### config.mk
export PLATFORM = sky130hd
export DESIGN_NAME = qss_slave
export DESIGN_NICKNAME = d
export VERILOG_FILES = /design/src/qss_pkg.sv /design/src/qss_slave.sv
export VERILOG_INCLUDE_DIRS = /design/src
export SDC_FILE = /design/constraint.sdc
export NUM_CORES = 1
export LEC_CHECK = 0
export BUFFER_PORTS_ARGS = -buffer_cell sky130_fd_sc_hd__buf_2
export CORE_MARGIN = 1.5
export CORE_UTILIZATION = 35
export DETAILED_ROUTE_END_ITERATION = 7
export PLACE_DENSITY = 0.56
export SLEW_MARGIN = 10
export SYNTH_ARGS = -nofsm -noshare
export SYNTH_HDL_FRONTEND = slang
export SYNTH_SLANG_ARGS = --single-unit
### constraint.sdc
create_clock -name clk_in -period 7 [get_ports clk_in]
set_input_delay 1.4 -clock clk_in [delete_from_list [all_inputs] [get_ports clk_in]]
set_output_delay 1.4 -clock clk_in [all_outputs]
set_load 0.01 [all_outputs]
### src/qss_defs.svh
// constants for the queued serial slave: widths, reset values, timing counts
`ifndef QSS_DEFS_SVH
`define QSS_DEFS_SVH
`define QSS_PTR_W         4
`define QSS_WORD_W        16
`define QSS_LEN_W         5
`define QSS_LEN_MAX       5'h10
`define QSS_LEN_DEFAULT   5'h08
`define QSS_LEN_CODE_16   4'h0
`define QSS_LEN_CODE_8    4'h8
`define QSS_PTR_RESET     4'h0
`define QSS_WRAP_ZERO     4'h0
`define QSS_CLK_PERIOD_NS 4
`define QSS_GAP_NS        600
`define QSS_GAP_CYCLES    ((`QSS_GAP_NS + `QSS_CLK_PERIOD_NS - 1) / `QSS_CLK_PERIOD_NS)
`define QSS_FIFO_DEPTH    8
`endif

### src/qss_pkg.sv
// types shared by the queued serial slave
package qss_pkg;
  typedef enum logic [3:0] {
    QSS_IDLE  = 4'h1,
    QSS_LOAD  = 4'h2,
    QSS_SHIFT = 4'h4,
    QSS_STORE = 4'h8
  } qss_state_type;

  typedef struct packed {
    logic [3:0]  addr;
    logic [15:0] data;
  } qss_rx_entry_type;
endpackage

### src/qss_slave.sv
// queued serial slave: receive fifo and the slave-mode queue engine
`include "qss_defs.svh"

module qss_fifo #(
  parameter int WIDTH = 20,
  parameter int DEPTH = `QSS_FIFO_DEPTH
) (
  input  wire logic             clk_in,
  input  wire logic             rst_n_in,
  input  wire logic             in_valid_in,
  output logic                  in_ready_out,
  input  wire logic [WIDTH-1:0] in_data_in,
  output logic                  out_valid_out,
  input  wire logic             out_ready_in,
  output logic      [WIDTH-1:0] out_data_out
);
  localparam int AW = (DEPTH > 1) ? $clog2(DEPTH) : 1;
  initial begin
    if (DEPTH < 2 || (1 << AW) != DEPTH || WIDTH < 1) begin
      $error("qss_fifo: depth must be a power of two of at least 2");
    end
  end

  logic [WIDTH-1:0] mem [DEPTH];
  logic [AW-1:0]    rd_ptr;
  logic [AW-1:0]    wr_ptr;
  logic [AW:0]      count;
  logic             push;
  logic             pop;

  assign push = in_valid_in && in_ready_out;
  assign pop  = out_valid_out && out_ready_in;

  always_ff @(posedge clk_in or negedge rst_n_in) begin
    if (!rst_n_in) begin
      rd_ptr <= '0;
      wr_ptr <= '0;
      count  <= '0;
    end else begin
      if (push) begin
        wr_ptr <= wr_ptr + 1'b1;
      end
      if (pop) begin
        rd_ptr <= rd_ptr + 1'b1;
      end
      if (push && !pop) begin
        count <= count + 1'b1;
      end else if (pop && !push) begin
        count <= count - 1'b1;
      end
    end
  end

  always_ff @(posedge clk_in) begin
    if (push) begin
      mem[wr_ptr] <= in_data_in;
    end
  end

  // full and empty are exact: no slot is held back
  assign in_ready_out  = (count != DEPTH[AW:0]);
  assign out_valid_out = (count != '0);
  assign out_data_out  = mem[rd_ptr];
endmodule // qss_fifo

module qss_slave
  import qss_pkg::*;
#(
  parameter int FIFO_DEPTH = `QSS_FIFO_DEPTH
) (
  input  wire logic        clk_in,
  input  wire logic        rst_n_in,
  input  wire logic        sck_in,
  input  wire logic        ss_n_in,
  input  wire logic        mosi_in,
  output logic             miso_out,
  output logic             miso_oe_out,
  input  wire logic        master_select_in,
  input  wire logic        ss_is_output_in,
  input  wire logic        cpol_in,
  input  wire logic        cpha_in,
  input  wire logic [3:0]  transfer_length_in,
  input  wire logic        wrap_enable_in,
  input  wire logic        wrap_target_in,
  input  wire logic [3:0]  end_queue_pointer_in,
  input  wire logic        nqp_wr_in,
  input  wire logic [3:0]  nqp_in,
  input  wire logic        spe_wr_in,
  input  wire logic        spe_in,
  input  wire logic        queue_done_irq_enable_in,
  input  wire logic        halt_fault_irq_enable_in,
  input  wire logic        status_rd_in,
  input  wire logic        status_wr_in,
  input  wire logic        status_done_in,
  input  wire logic        status_fault_in,
  input  wire logic        tx_wr_in,
  input  wire logic [3:0]  tx_addr_in,
  input  wire logic [15:0] tx_data_in,
  input  wire logic        rx_rd_in,
  input  wire logic [3:0]  rx_addr_in,
  output logic [15:0]      rx_data_out,
  output logic             spi_enable_out,
  output logic             queue_done_flag_out,
  output logic             mode_fault_flag_out,
  output logic [3:0]       completed_queue_pointer_out,
  output logic             pins_to_gpio_out,
  output logic             irq_out
);
  initial begin
    if (FIFO_DEPTH < 2) begin
      $error("qss_slave: fifo depth too small");
    end
  end

  function automatic logic [4:0] qss_len(input logic [3:0] code);
    if (code == `QSS_LEN_CODE_16) begin
      qss_len = `QSS_LEN_MAX;
    end else if (code < `QSS_LEN_CODE_8) begin
      qss_len = `QSS_LEN_DEFAULT;
    end else begin
      qss_len = {1'b0, code};
    end
  endfunction

  logic [15:0]      tx_ram [16];
  logic [15:0]      rx_ram [16];
  logic [2:0]       s1;
  logic [2:0]       s2;
  logic [2:0]       s3;
  logic [2:0]       f;
  logic [2:0]       f_d;
  qss_state_type    state;
  logic [3:0]       wp;
  logic [3:0]       nqp;
  logic             nqp_pend;
  logic [4:0]       bit_cnt;
  logic [15:0]      tx_sh;
  logic [15:0]      rx_sh;
  logic             done_rd;
  logic             fault_rd;
  logic             irq_arm;
  logic [4:0]       len;
  logic             sck_edge;
  logic             lead_edge;
  logic             sample_edge;
  logic             drive_edge;
  logic             selected;
  logic             start;
  logic             fault_cond;
  logic             at_end;
  logic             store_go;
  logic             fifo_ready;
  logic             drain_valid;
  qss_rx_entry_type push_entry;
  qss_rx_entry_type drain_entry;

  // three stages; the filtered level moves only when stages two and three agree
  always_ff @(posedge clk_in or negedge rst_n_in) begin
    if (!rst_n_in) begin
      s1  <= 3'h2;
      s2  <= 3'h2;
      s3  <= 3'h2;
      f   <= 3'h2;
      f_d <= 3'h2;
    end else begin
      s1  <= {sck_in, ss_n_in, mosi_in};
      s2  <= s1;
      s3  <= s2;
      f   <= ((s2 ~^ s3) & s2) | ((s2 ^ s3) & f);
      f_d <= f;
    end
  end

  assign len         = qss_len(transfer_length_in);
  assign selected    = !f[1];
  assign sck_edge    = f[2] ^ f_d[2];
  assign lead_edge   = sck_edge && (f[2] != cpol_in);
  assign sample_edge = cpha_in ? (sck_edge && !lead_edge) : lead_edge;
  assign drive_edge  = cpha_in ? lead_edge : (sck_edge && !lead_edge);
  assign start       = (state == QSS_IDLE) && selected && spi_enable_out && !master_select_in;
  assign fault_cond  = master_select_in && spi_enable_out && !ss_is_output_in && selected;
  assign at_end      = (wp == end_queue_pointer_in);
  assign store_go    = (state == QSS_STORE) && fifo_ready;
  assign push_entry  = '{addr: wp, data: rx_sh & ~(16'hffff << len)};

  always_ff @(posedge clk_in) begin
    if (tx_wr_in) begin
      tx_ram[tx_addr_in] <= tx_data_in;
    end
    if (drain_valid && !rx_rd_in) begin
      rx_ram[drain_entry.addr] <= drain_entry.data;
    end
  end

  // software reads take the ram port, so a busy reader back-pressures the fifo
  qss_fifo #(
    .WIDTH ($bits(qss_rx_entry_type)),
    .DEPTH (FIFO_DEPTH)
  ) u_fifo (
    .clk_in        (clk_in),
    .rst_n_in      (rst_n_in),
    .in_valid_in   (state == QSS_STORE),
    .in_ready_out  (fifo_ready),
    .in_data_in    (push_entry),
    .out_valid_out (drain_valid),
    .out_ready_in  (!rx_rd_in),
    .out_data_out  (drain_entry)
  );

  always_ff @(posedge clk_in or negedge rst_n_in) begin
    if (!rst_n_in) begin
      rx_data_out <= 16'h0000;
    end else if (rx_rd_in) begin
      rx_data_out <= rx_ram[rx_addr_in];
    end
  end

  // queue engine; command ram, divider and delays do not exist here
  always_ff @(posedge clk_in or negedge rst_n_in) begin
    if (!rst_n_in) begin
      state                       <= QSS_IDLE;
      wp                          <= `QSS_PTR_RESET;
      bit_cnt                     <= 5'h00;
      tx_sh                       <= 16'h0000;
      rx_sh                       <= 16'h0000;
      completed_queue_pointer_out <= `QSS_PTR_RESET;
    end else begin
      case (state)
        QSS_IDLE: begin
          if (start) begin
            if (bit_cnt == 5'h00) begin
              if (nqp_pend) begin
                wp <= nqp;
              end
              state <= QSS_LOAD;
            end else begin
              state <= QSS_SHIFT;
            end
          end
        end
        QSS_LOAD: begin
          tx_sh   <= tx_ram[wp] << (5'h10 - len);
          bit_cnt <= 5'h00;
          state   <= QSS_SHIFT;
        end
        QSS_SHIFT: begin
          if (drive_edge && bit_cnt != 5'h00) begin
            tx_sh <= {tx_sh[14:0], 1'b0};
          end
          if (!selected || !spi_enable_out || master_select_in) begin
            state <= QSS_IDLE;
          end else if (sample_edge) begin
            rx_sh   <= {rx_sh[14:0], f[0]};
            bit_cnt <= bit_cnt + 5'h01;
            if (bit_cnt + 5'h01 == len) begin
              state <= QSS_STORE;
            end
          end
        end
        QSS_STORE: begin
          if (fifo_ready) begin
            completed_queue_pointer_out <= wp;
            bit_cnt                     <= 5'h00;
            if (!at_end) begin
              wp    <= wp + 4'h1;
              state <= QSS_LOAD;
            end else if (wrap_enable_in) begin
              wp    <= wrap_target_in ? nqp : `QSS_WRAP_ZERO;
              state <= QSS_LOAD;
            end else begin
              state <= QSS_IDLE;
            end
          end
        end
        default: begin
          state <= QSS_IDLE;
        end
      endcase
    end
  end

  always_ff @(posedge clk_in or negedge rst_n_in) begin
    if (!rst_n_in) begin
      nqp      <= `QSS_PTR_RESET;
      nqp_pend <= 1'b1;
    end else begin
      if (nqp_wr_in) begin
        nqp <= nqp_in;
      end
      if (nqp_wr_in || (spe_wr_in && spe_in && !spi_enable_out)) begin
        nqp_pend <= 1'b1;
      end else if (start && bit_cnt == 5'h00) begin
        nqp_pend <= 1'b0;
      end
    end
  end

  // enable: software sets it; hardware clears it on stop or fault
  always_ff @(posedge clk_in or negedge rst_n_in) begin
    if (!rst_n_in) begin
      spi_enable_out   <= 1'b0;
      pins_to_gpio_out <= 1'b0;
    end else begin
      if (fault_cond) begin
        spi_enable_out   <= 1'b0;
        pins_to_gpio_out <= 1'b1;
      end else if (store_go && at_end && !wrap_enable_in) begin
        spi_enable_out <= 1'b0;
      end else if (spe_wr_in) begin
        spi_enable_out <= spe_in;
        if (spe_in) begin
          pins_to_gpio_out <= 1'b0;
        end
      end
    end
  end

  // read-then-write clearing; a set in the same cycle wins
  always_ff @(posedge clk_in or negedge rst_n_in) begin
    if (!rst_n_in) begin
      queue_done_flag_out <= 1'b0;
      mode_fault_flag_out <= 1'b0;
      done_rd             <= 1'b0;
      fault_rd            <= 1'b0;
      irq_arm             <= 1'b0;
    end else begin
      if (status_rd_in) begin
        done_rd  <= queue_done_flag_out;
        fault_rd <= mode_fault_flag_out;
      end else if (status_wr_in) begin
        done_rd  <= 1'b0;
        fault_rd <= 1'b0;
      end
      if (store_go && at_end) begin
        queue_done_flag_out <= 1'b1;
        irq_arm             <= queue_done_irq_enable_in;
      end else if (status_wr_in && done_rd && !status_done_in) begin
        queue_done_flag_out <= 1'b0;
      end
      if (fault_cond) begin
        mode_fault_flag_out <= 1'b1;
      end else if (status_wr_in && fault_rd && !status_fault_in) begin
        mode_fault_flag_out <= 1'b0;
      end
    end
  end

  always_ff @(posedge clk_in or negedge rst_n_in) begin
    if (!rst_n_in) begin
      irq_out     <= 1'b0;
      miso_out    <= 1'b0;
      miso_oe_out <= 1'b0;
    end else begin
      irq_out     <= (queue_done_flag_out && irq_arm) ||
                     (mode_fault_flag_out && halt_fault_irq_enable_in);
      miso_out    <= tx_sh[15];
      miso_oe_out <= selected && spi_enable_out && !master_select_in;
    end
  end

  chk_master_no_drive: assert property (@(posedge clk_in) disable iff (!rst_n_in)
    (master_select_in && $past(master_select_in)) |-> !miso_oe_out)
    else $error("miso driven in master mode");
  chk_start_new_ptr: assert property (@(posedge clk_in) disable iff (!rst_n_in)
    (start && bit_cnt == 5'h00 && nqp_pend) |=> (wp == $past(nqp)) && (state == QSS_LOAD))
    else $error("select did not start at new pointer");
  chk_store_cpt: assert property (@(posedge clk_in) disable iff (!rst_n_in)
    (store_go && !at_end) |=> (completed_queue_pointer_out == $past(wp)) && (wp == $past(wp) + 4'h1)
    ##1 (state == QSS_SHIFT))
    else $error("store order wrong");
  chk_len_bound: assert property (@(posedge clk_in) disable iff (!rst_n_in)
    (state == QSS_SHIFT) |-> (bit_cnt < len) && (len <= `QSS_LEN_MAX) && (len >= `QSS_LEN_DEFAULT))
    else $error("bit count beyond length");
  chk_end_stop: assert property (@(posedge clk_in) disable iff (!rst_n_in)
    (store_go && at_end && !wrap_enable_in && !fault_cond) |=>
    queue_done_flag_out && !spi_enable_out && (state == QSS_IDLE) ##1 (state == QSS_IDLE)[*3])
    else $error("queue end without stop");
  chk_wrap_target: assert property (@(posedge clk_in) disable iff (!rst_n_in)
    (store_go && at_end && wrap_enable_in && !fault_cond && !spe_wr_in) |=> queue_done_flag_out &&
    spi_enable_out && (wp == ($past(wrap_target_in) ? $past(nqp) : `QSS_WRAP_ZERO)))
    else $error("wrap went to wrong address");
  chk_irq_hold: assert property (@(posedge clk_in) disable iff (!rst_n_in)
    (queue_done_flag_out && irq_arm) |=> irq_out)
    else $error("queue done request dropped");
  chk_flag_clear: assert property (@(posedge clk_in) disable iff (!rst_n_in)
    $fell(queue_done_flag_out) |-> $past(status_wr_in) && $past(done_rd) && !$past(status_done_in))
    else $error("done flag cleared without read then write");
  chk_mode_fault: assert property (@(posedge clk_in) disable iff (!rst_n_in)
    fault_cond |=> mode_fault_flag_out && !spi_enable_out && pins_to_gpio_out)
    else $error("mode fault not taken");
  chk_no_fault_out: assert property (@(posedge clk_in) disable iff (!rst_n_in)
    (ss_is_output_in && !mode_fault_flag_out) |=> !mode_fault_flag_out)
    else $error("mode fault with select as output");
endmodule // qss_slave

## After elaboration in Yosys (flattened, before gate mapping)

Memories as Yosys holds them, arrays and structs flattened. A register that Yosys moved wholly into a read port is not among the register bits.
Index checks and enable logic that the tools add are counted.

- Mux-type cells: 51
- Bitwise logic cells: 9
- Shift operators: 2
- Equal/unequal tests: 19
- Order comparisons: 1
- Add/subtract/negate cells: 7
- Reduce and logical (&&, ||, !) cells: 64

Operator list:

| kind | number |
|---|---|
| 4-bit two-way mux | 15 |
| 16-bit one-hot mux with 2 select lines | 1 |
| 1-bit logical AND | 26 |
| 1-bit two-way mux | 24 |
| 5-bit two-way mux | 4 |
| 2-bit nonzero test | 9 |
| 16-bit bitwise AND | 1 |
| 16-bit two-way mux | 1 |
| 16-bit inverter | 1 |
| 4-bit one-hot mux with 4 select lines | 1 |
| 16-bit by 5-bit left shift with 16-bit output | 1 |
| 16-bit by 5-bit left shift with 16-bit output, first input constant | 1 |
| 5-bit one-hot mux with 3 select lines | 1 |
| 2-bit inequality test, second input constant | 7 |
| 1-bit logical NOT | 12 |
| 3-bit inequality test, second input constant | 3 |
| 4-bit by 1-bit adder with 4-bit output, second input constant | 2 |
| 4-bit one-hot mux with 2 select lines | 1 |
| 4-bit AND reduction | 2 |
| 3-bit by 1-bit adder with 3-bit output, second input constant | 2 |
| 3-bit bitwise AND | 2 |
| 3-bit AND reduction | 2 |
| 6-bit AND reduction | 1 |
| 3-bit nonzero test | 2 |
| other kinds (26) | 31 |

- Bits in writable memories: 672
- Output and inout port bits: 27
- Flip-flop bits (word level): 89
- Input bits: 58
- Memories kept: 3
- Logic and storage cells: 182

Memories:

| memory | depth | bits a word | read ports | clocked after memory_dff | wr ports | line | source |
|---|---|---|---|---|---|---|---|
| rx_ram | 16 | 16 | 1 | 1 | 1 | qss_slave.sv:126 | `logic [15:0] rx_ram [16];` |
| tx_ram | 16 | 16 | 1 | 0 | 1 | qss_slave.sv:125 | `logic [15:0] tx_ram [16];` |
| u_fifo.mem | 8 | 20 | 1 | 0 | 1 | qss_slave.sv:24 | `logic [WIDTH-1:0] mem [DEPTH];` |

## Depth between registers and ports, before layout

- Depth after elaboration: 8
- Gate-level depth with buffers: 13
- Mapped depth without buffers: 11

## Cells and area by module

From an unflattened synthesis, not the netlist that was laid out.

- Cell total of the unflattened synthesis: 1595
- Area, all modules: 31332.6 sq um

By module, submodules not included:

| module | area each (sq um) | instances | cells each |
|---|---|---|---|
| qss_slave | 24533.5 | 1 | 1301 |
| qss_fifo | 6799.0 | 1 | 294 |

## Worst setup path before layout

Ideal clock, no wire load.

- Path kind: reg2reg
- From: register state[3]
- To: memory u_fifo.mem[0][0], enable pin
- Data arrival time: 3.434 ns
- Buffers on the path: 2
- Stages on the path, launching flop included: 6
- Setup time: 0.448 ns
- Setup slack: 3.118 ns
- Data required time: 6.552 ns
- Path through: dfrtp_1 clkbuf_1 nor4b_1 nand2b_1 clkbuf_1 nor4_1

- Cells in the longest elaborated chain, start to end: 4

Ends and longest elaborated chain:

| item | line | source |
|---|---|---|
| from (decl) | qss_slave.sv:132 | `qss_state_type state;` |
| from (signal assigned) | qss_slave.sv:221 | `state <= QSS_IDLE;` |
| from (signal assigned) | qss_slave.sv:235 | `state <= QSS_LOAD;` |
| from (signal assigned) | qss_slave.sv:237 | `state <= QSS_SHIFT;` |
| 4-bit equality test | qss_slave.sv:202 | `.in_valid_in (state == QSS_STORE),` |
| 1-bit logical AND | qss_slave.sv:31 | `assign push = in_valid_in && in_ready_out;` |
| 1-bit two-way mux | qss_slave.sv:55 | `if (push) begin` |
| 1-bit two-way mux (not written as such) | qss_slave.sv:56 | `mem[wr_ptr] <= in_data_in;` |
| to (decl) | qss_slave.sv:24 |  |

Every way passes these cells.

## Worst setup path after layout

- From: register u_fifo.count[0]
- To: register u_fifo.count[3]

- Cells in the longest elaborated chain, start to end: 5
- Elaborated cells on any way between the ends: 13

Ends and longest elaborated chain:

| item | line | source |
|---|---|---|
| from (decl) | qss_slave.sv:27 | `logic [AW:0] count;` |
| from (signal assigned) | qss_slave.sv:47 | `count <= count + 1'b1;` |
| from (signal assigned) | qss_slave.sv:49 | `count <= count - 1'b1;` |
| 4-bit inequality test * | qss_slave.sv:61 | `assign in_ready_out = (count != DEPTH[AW:0]);` |
| 1-bit logical AND * | - |  |
| named net store_go | qss_slave.sv:151 | `logic store_go;` |
| 1-bit logical NOT | qss_slave.sv:48 | `end else if (pop && !push) begin` |
| 1-bit logical AND | qss_slave.sv:48 |  |
| 2-bit nonzero test (no line) | - |  |

The timed path passes the listed nets; every way through them passes the cells marked *. The select of a mux whose other input is x is not followed.
A chain may end at the register's enable or synchronous reset.

==> results.json <==
{
  "ys_seq_area_share_pct": 73.31,
  "cts_buffers": 82,
  "cts_resized": 0,
  "grt-ovfl-total": 0,
  "routed_wl_um": 69380,
  "critPathLaunchType": "flip-flop",
  "rsz0062_at_grt": "false",
  "wl_per_cell_um": 23.42,
  "path_common_cell": "ha_1",
  "antenna_found_initial": 7,
  "crit_slowest_cell": "nor4b_1",
  "rr_worst_depth": 11,
  "syn_to_final_growth_pct": 15.36,
  "ios": 85,
  "drt_iter0_markers": 970,
  "holdWs_ps": 351.8,
  "setup_viol_count_final": 0,
  "clock_path_buffers": 3,
  "slew_violations": 0,
  "grt_pass1_vias": 16140,
  "synth.area.top_cells": "edfxtp_1 65%, mux4_2 12%, dfrtp_1 7.8%",
  "cts_sinks": 775,
  "vias_per_cell": 5.251,
  "die_w_um": 300.9,
  "syn_area_um2": 31050,
  "yosysUniqueCellTypes": 69,
  "ant_nets": 0,
  "grt_pass1_wl_um": 104200,
  "syn_area_per_cell_um2": 19.47,
  "layout.nets": 1803,
  "max_cap_viol_count": 0,
  "status": "completed",
  "synth-compound-area-share_pct": 3.284,
  "ir_drop_v": 0.0002051,
  "clockRootBuffer": "clkbuf_16",
  "clkLatencyLatePin_ps": 640,
  "finalHoldViolCount": 0,
  "post-dp-hpwl_um": 40760,
  "core_area_um2": 88100,
  "critPathTopFamily": "simple AND/OR/NAND/NOR gates",
  "ys_warn_count": 0,
  "drc": 0,
  "cts_htree_levels": 3,
  "crit_chain": "nor4b_1, nand2b_1, clkinv_1, ha_1, inv_1, ha_1, a21o_1, a21oi_1, xnor2_1, nor2_1, xor2_1",
  "track_usage_pct": 15.47,
  "pre_cts_ws_ps": 2836,
  "post-route-min-period_ps": 3771,
  "hold-path-endpoint": "s2[0]",
  "slew_headroom_pct": 22.51,
  "cpPeakStageDelay_ps": 610,
  "dr.pass1.iters": 5,
  "cts_tree": "done",
  "postPlaceCellArea_um2": 33110,
  "rr_startpoint": "u_fifo.count[0]",
  "die_h_um": 300.9,
  "arrival_ps": 4270,
  "whs_path_depth": 0,
  "critPathBufInv": 2,
  "period_share_pct": 53.87,
  "synth_xor_area_share_pct": 0.5077,
  "setup_tns_ps": 0,
  "path_clk_slew_ps": 60,
  "layout_commonest_cell": "edfxtp_1",
  "stdcell_area_um2": 35820,
  "holdCritPathClass": "flip-flop to flip-flop",
  "synth_top_family_by_area": "multiplexers",
  "ctsHoldBuffers": 0,
  "cp.required_ps": 7490,
  "clock-skew-final_ps": 36.49,
  "start_util_pct": 35.24,
  "synth_edf_count": 672,
  "worst_slack_ps": 3229,
  "leakage_nw": 11.95,
  "die_area_um2": 90510,
  "synth-async-reset-ratio_pct": 13.29,
  "place_congestion": 0.8479,
  "numPortBuffers": 84,
  "cts_setup_buffers": 0,
  "synthMuxAreaShare_pct": 17.13,
  "synthSimpleGateAreaFrac_pct": 3.703,
  "drive_gt1_share_pct": 31.20,
  "rows": 109,
  "rrSetupSlack_ps": 3230,
  "fmax_ghz": 0.2652,
  "cellPowerDensity_nw_per_um2": 374.8,
  "worstMarginPinSlew_ps": 1152,
  "via_count": 15550,
  "synth_fa_ha_area_share_pct": 0.6689,
  "synth_top_flop_cell": "edfxtp_1",
  "grt_start_max_net_pins": 63,
  "synth-seq-cells": 775,
  "cp-end-kind": "flip-flop",
  "cp_max_fo": 13,
  "synth.largest_area_cell": "edfxtp_1",
  "crit_cells": 11,
  "critical_path_class": "flip-flop to flip-flop",
  "synth_top_area_share_pct": 64.99,
  "netlist_instances": 1595,
  "hp-start": "s1[0]",
  "layout_common_cells": "672 x edfxtp_1, 162 x mux4_2, 92 x dfrtp_1",
  "reg2reg_to": "u_fifo.count[3]",
  "syn-num-nets": 1669
}
[cells by family after synthesis]
family,after synthesis
adders and majority gates,16
xor gates and xnor gates,18
AOI/OAI and AO/OA,146
DFF,775
muxes,292
and+or+nand+nor,247
buffers and inverters,101
[state kept, by name, summed over array words and instances, names as in the netlist, 3 cells and up]
register,flops
rx_sh,16
s2,3
state,4
tx_ram,256
u_fifo.rd_ptr,3
u_fifo.count,4
s1,3
u_fifo.mem,160
bit_cnt,5
tx_sh,16
rx_ram,256
wp,4
completed_queue_pointer_out,4
rx_data_out,16
f,3
nqp,4
u_fifo.wr_ptr,3
s3,3
[layer usage]
| layer | GRT usage, % | up-vias | routed length, um |
|---|---|---|---|
| met5 | 0 | - | 23 |
| met4 | 4.810 | 4 | 1839 |
| met3 | 2.922 | 134 | 3325 |
| met2 | 25.63 | 410 | 34330 |
| met1 | 20.64 | 8233 | 29860 |
| li1 | - | 6772 | - |
[worst max-delay path by stage]
stage                         start          endpoint  slack (ps)
floorplan                  state[3]  u_fifo.mem[0][0]        3120
global placement      rx_addr_in[0]   rx_data_out[11]        2870
detailed placement    rx_addr_in[0]   rx_data_out[10]        2840
CTS                           wp[2]          tx_sh[7]        3200
global route        u_fifo.count[0]   u_fifo.count[3]        2920
finish              u_fifo.count[0]   u_fifo.count[3]        3230
[stage by stage]
stage                     power [mW]  instances  utilization, %
final                          13.43       2962           40.66
after global routing           14.02       2962           40.66
after CTS                      13.58       2960           40.65
after detailed placement       9.271       2810           37.58
after global placement         9.191       2810           37.58
after floorplan                8.221       1595               -
[final cells by class]
cell class	instances	area, um2
Clock buffer	101	2153
Tap cell	1165	1458
Fill cell	7858	52280
Antenna cell	2	5.005
Sequential cell	775	22770
Clock inverter	49	556.8
Multi-Input combinational cell	719	8008
Timing Repair Buffer	134	804.5
Inverter	17	63.81
[synthesized netlist by cell type, types with 20 or more instances]
| library cell | n |
|---|---|
| edfxtp_1 | 672 |
| nor3_1 | 31 |
| nor2_1 | 78 |
| mux2i_1 | 38 |
| mux4_2 | 162 |
| nand2_1 | 69 |
| dfrtp_1 | 97 |
| clkbuf_1 | 50 |
| a21oi_1 | 20 |
| o21ai_0 | 29 |
| mux2_2 | 75 |
[power by group]
group | leakage [nW] | internal [mW] | switching, mW | total (mW)
Combinational | 3.28 | 1.23 | 1.74 | 2.97
Clock | 1.31 | 2.48 | 1.82 | 4.29
Sequential | 7.36 | 5.82 | 0.342 | 6.17
Total | 12.0 | 9.53 | 3.90 | 13.4
No activity file was read; power rests on OpenSTA's default activity.
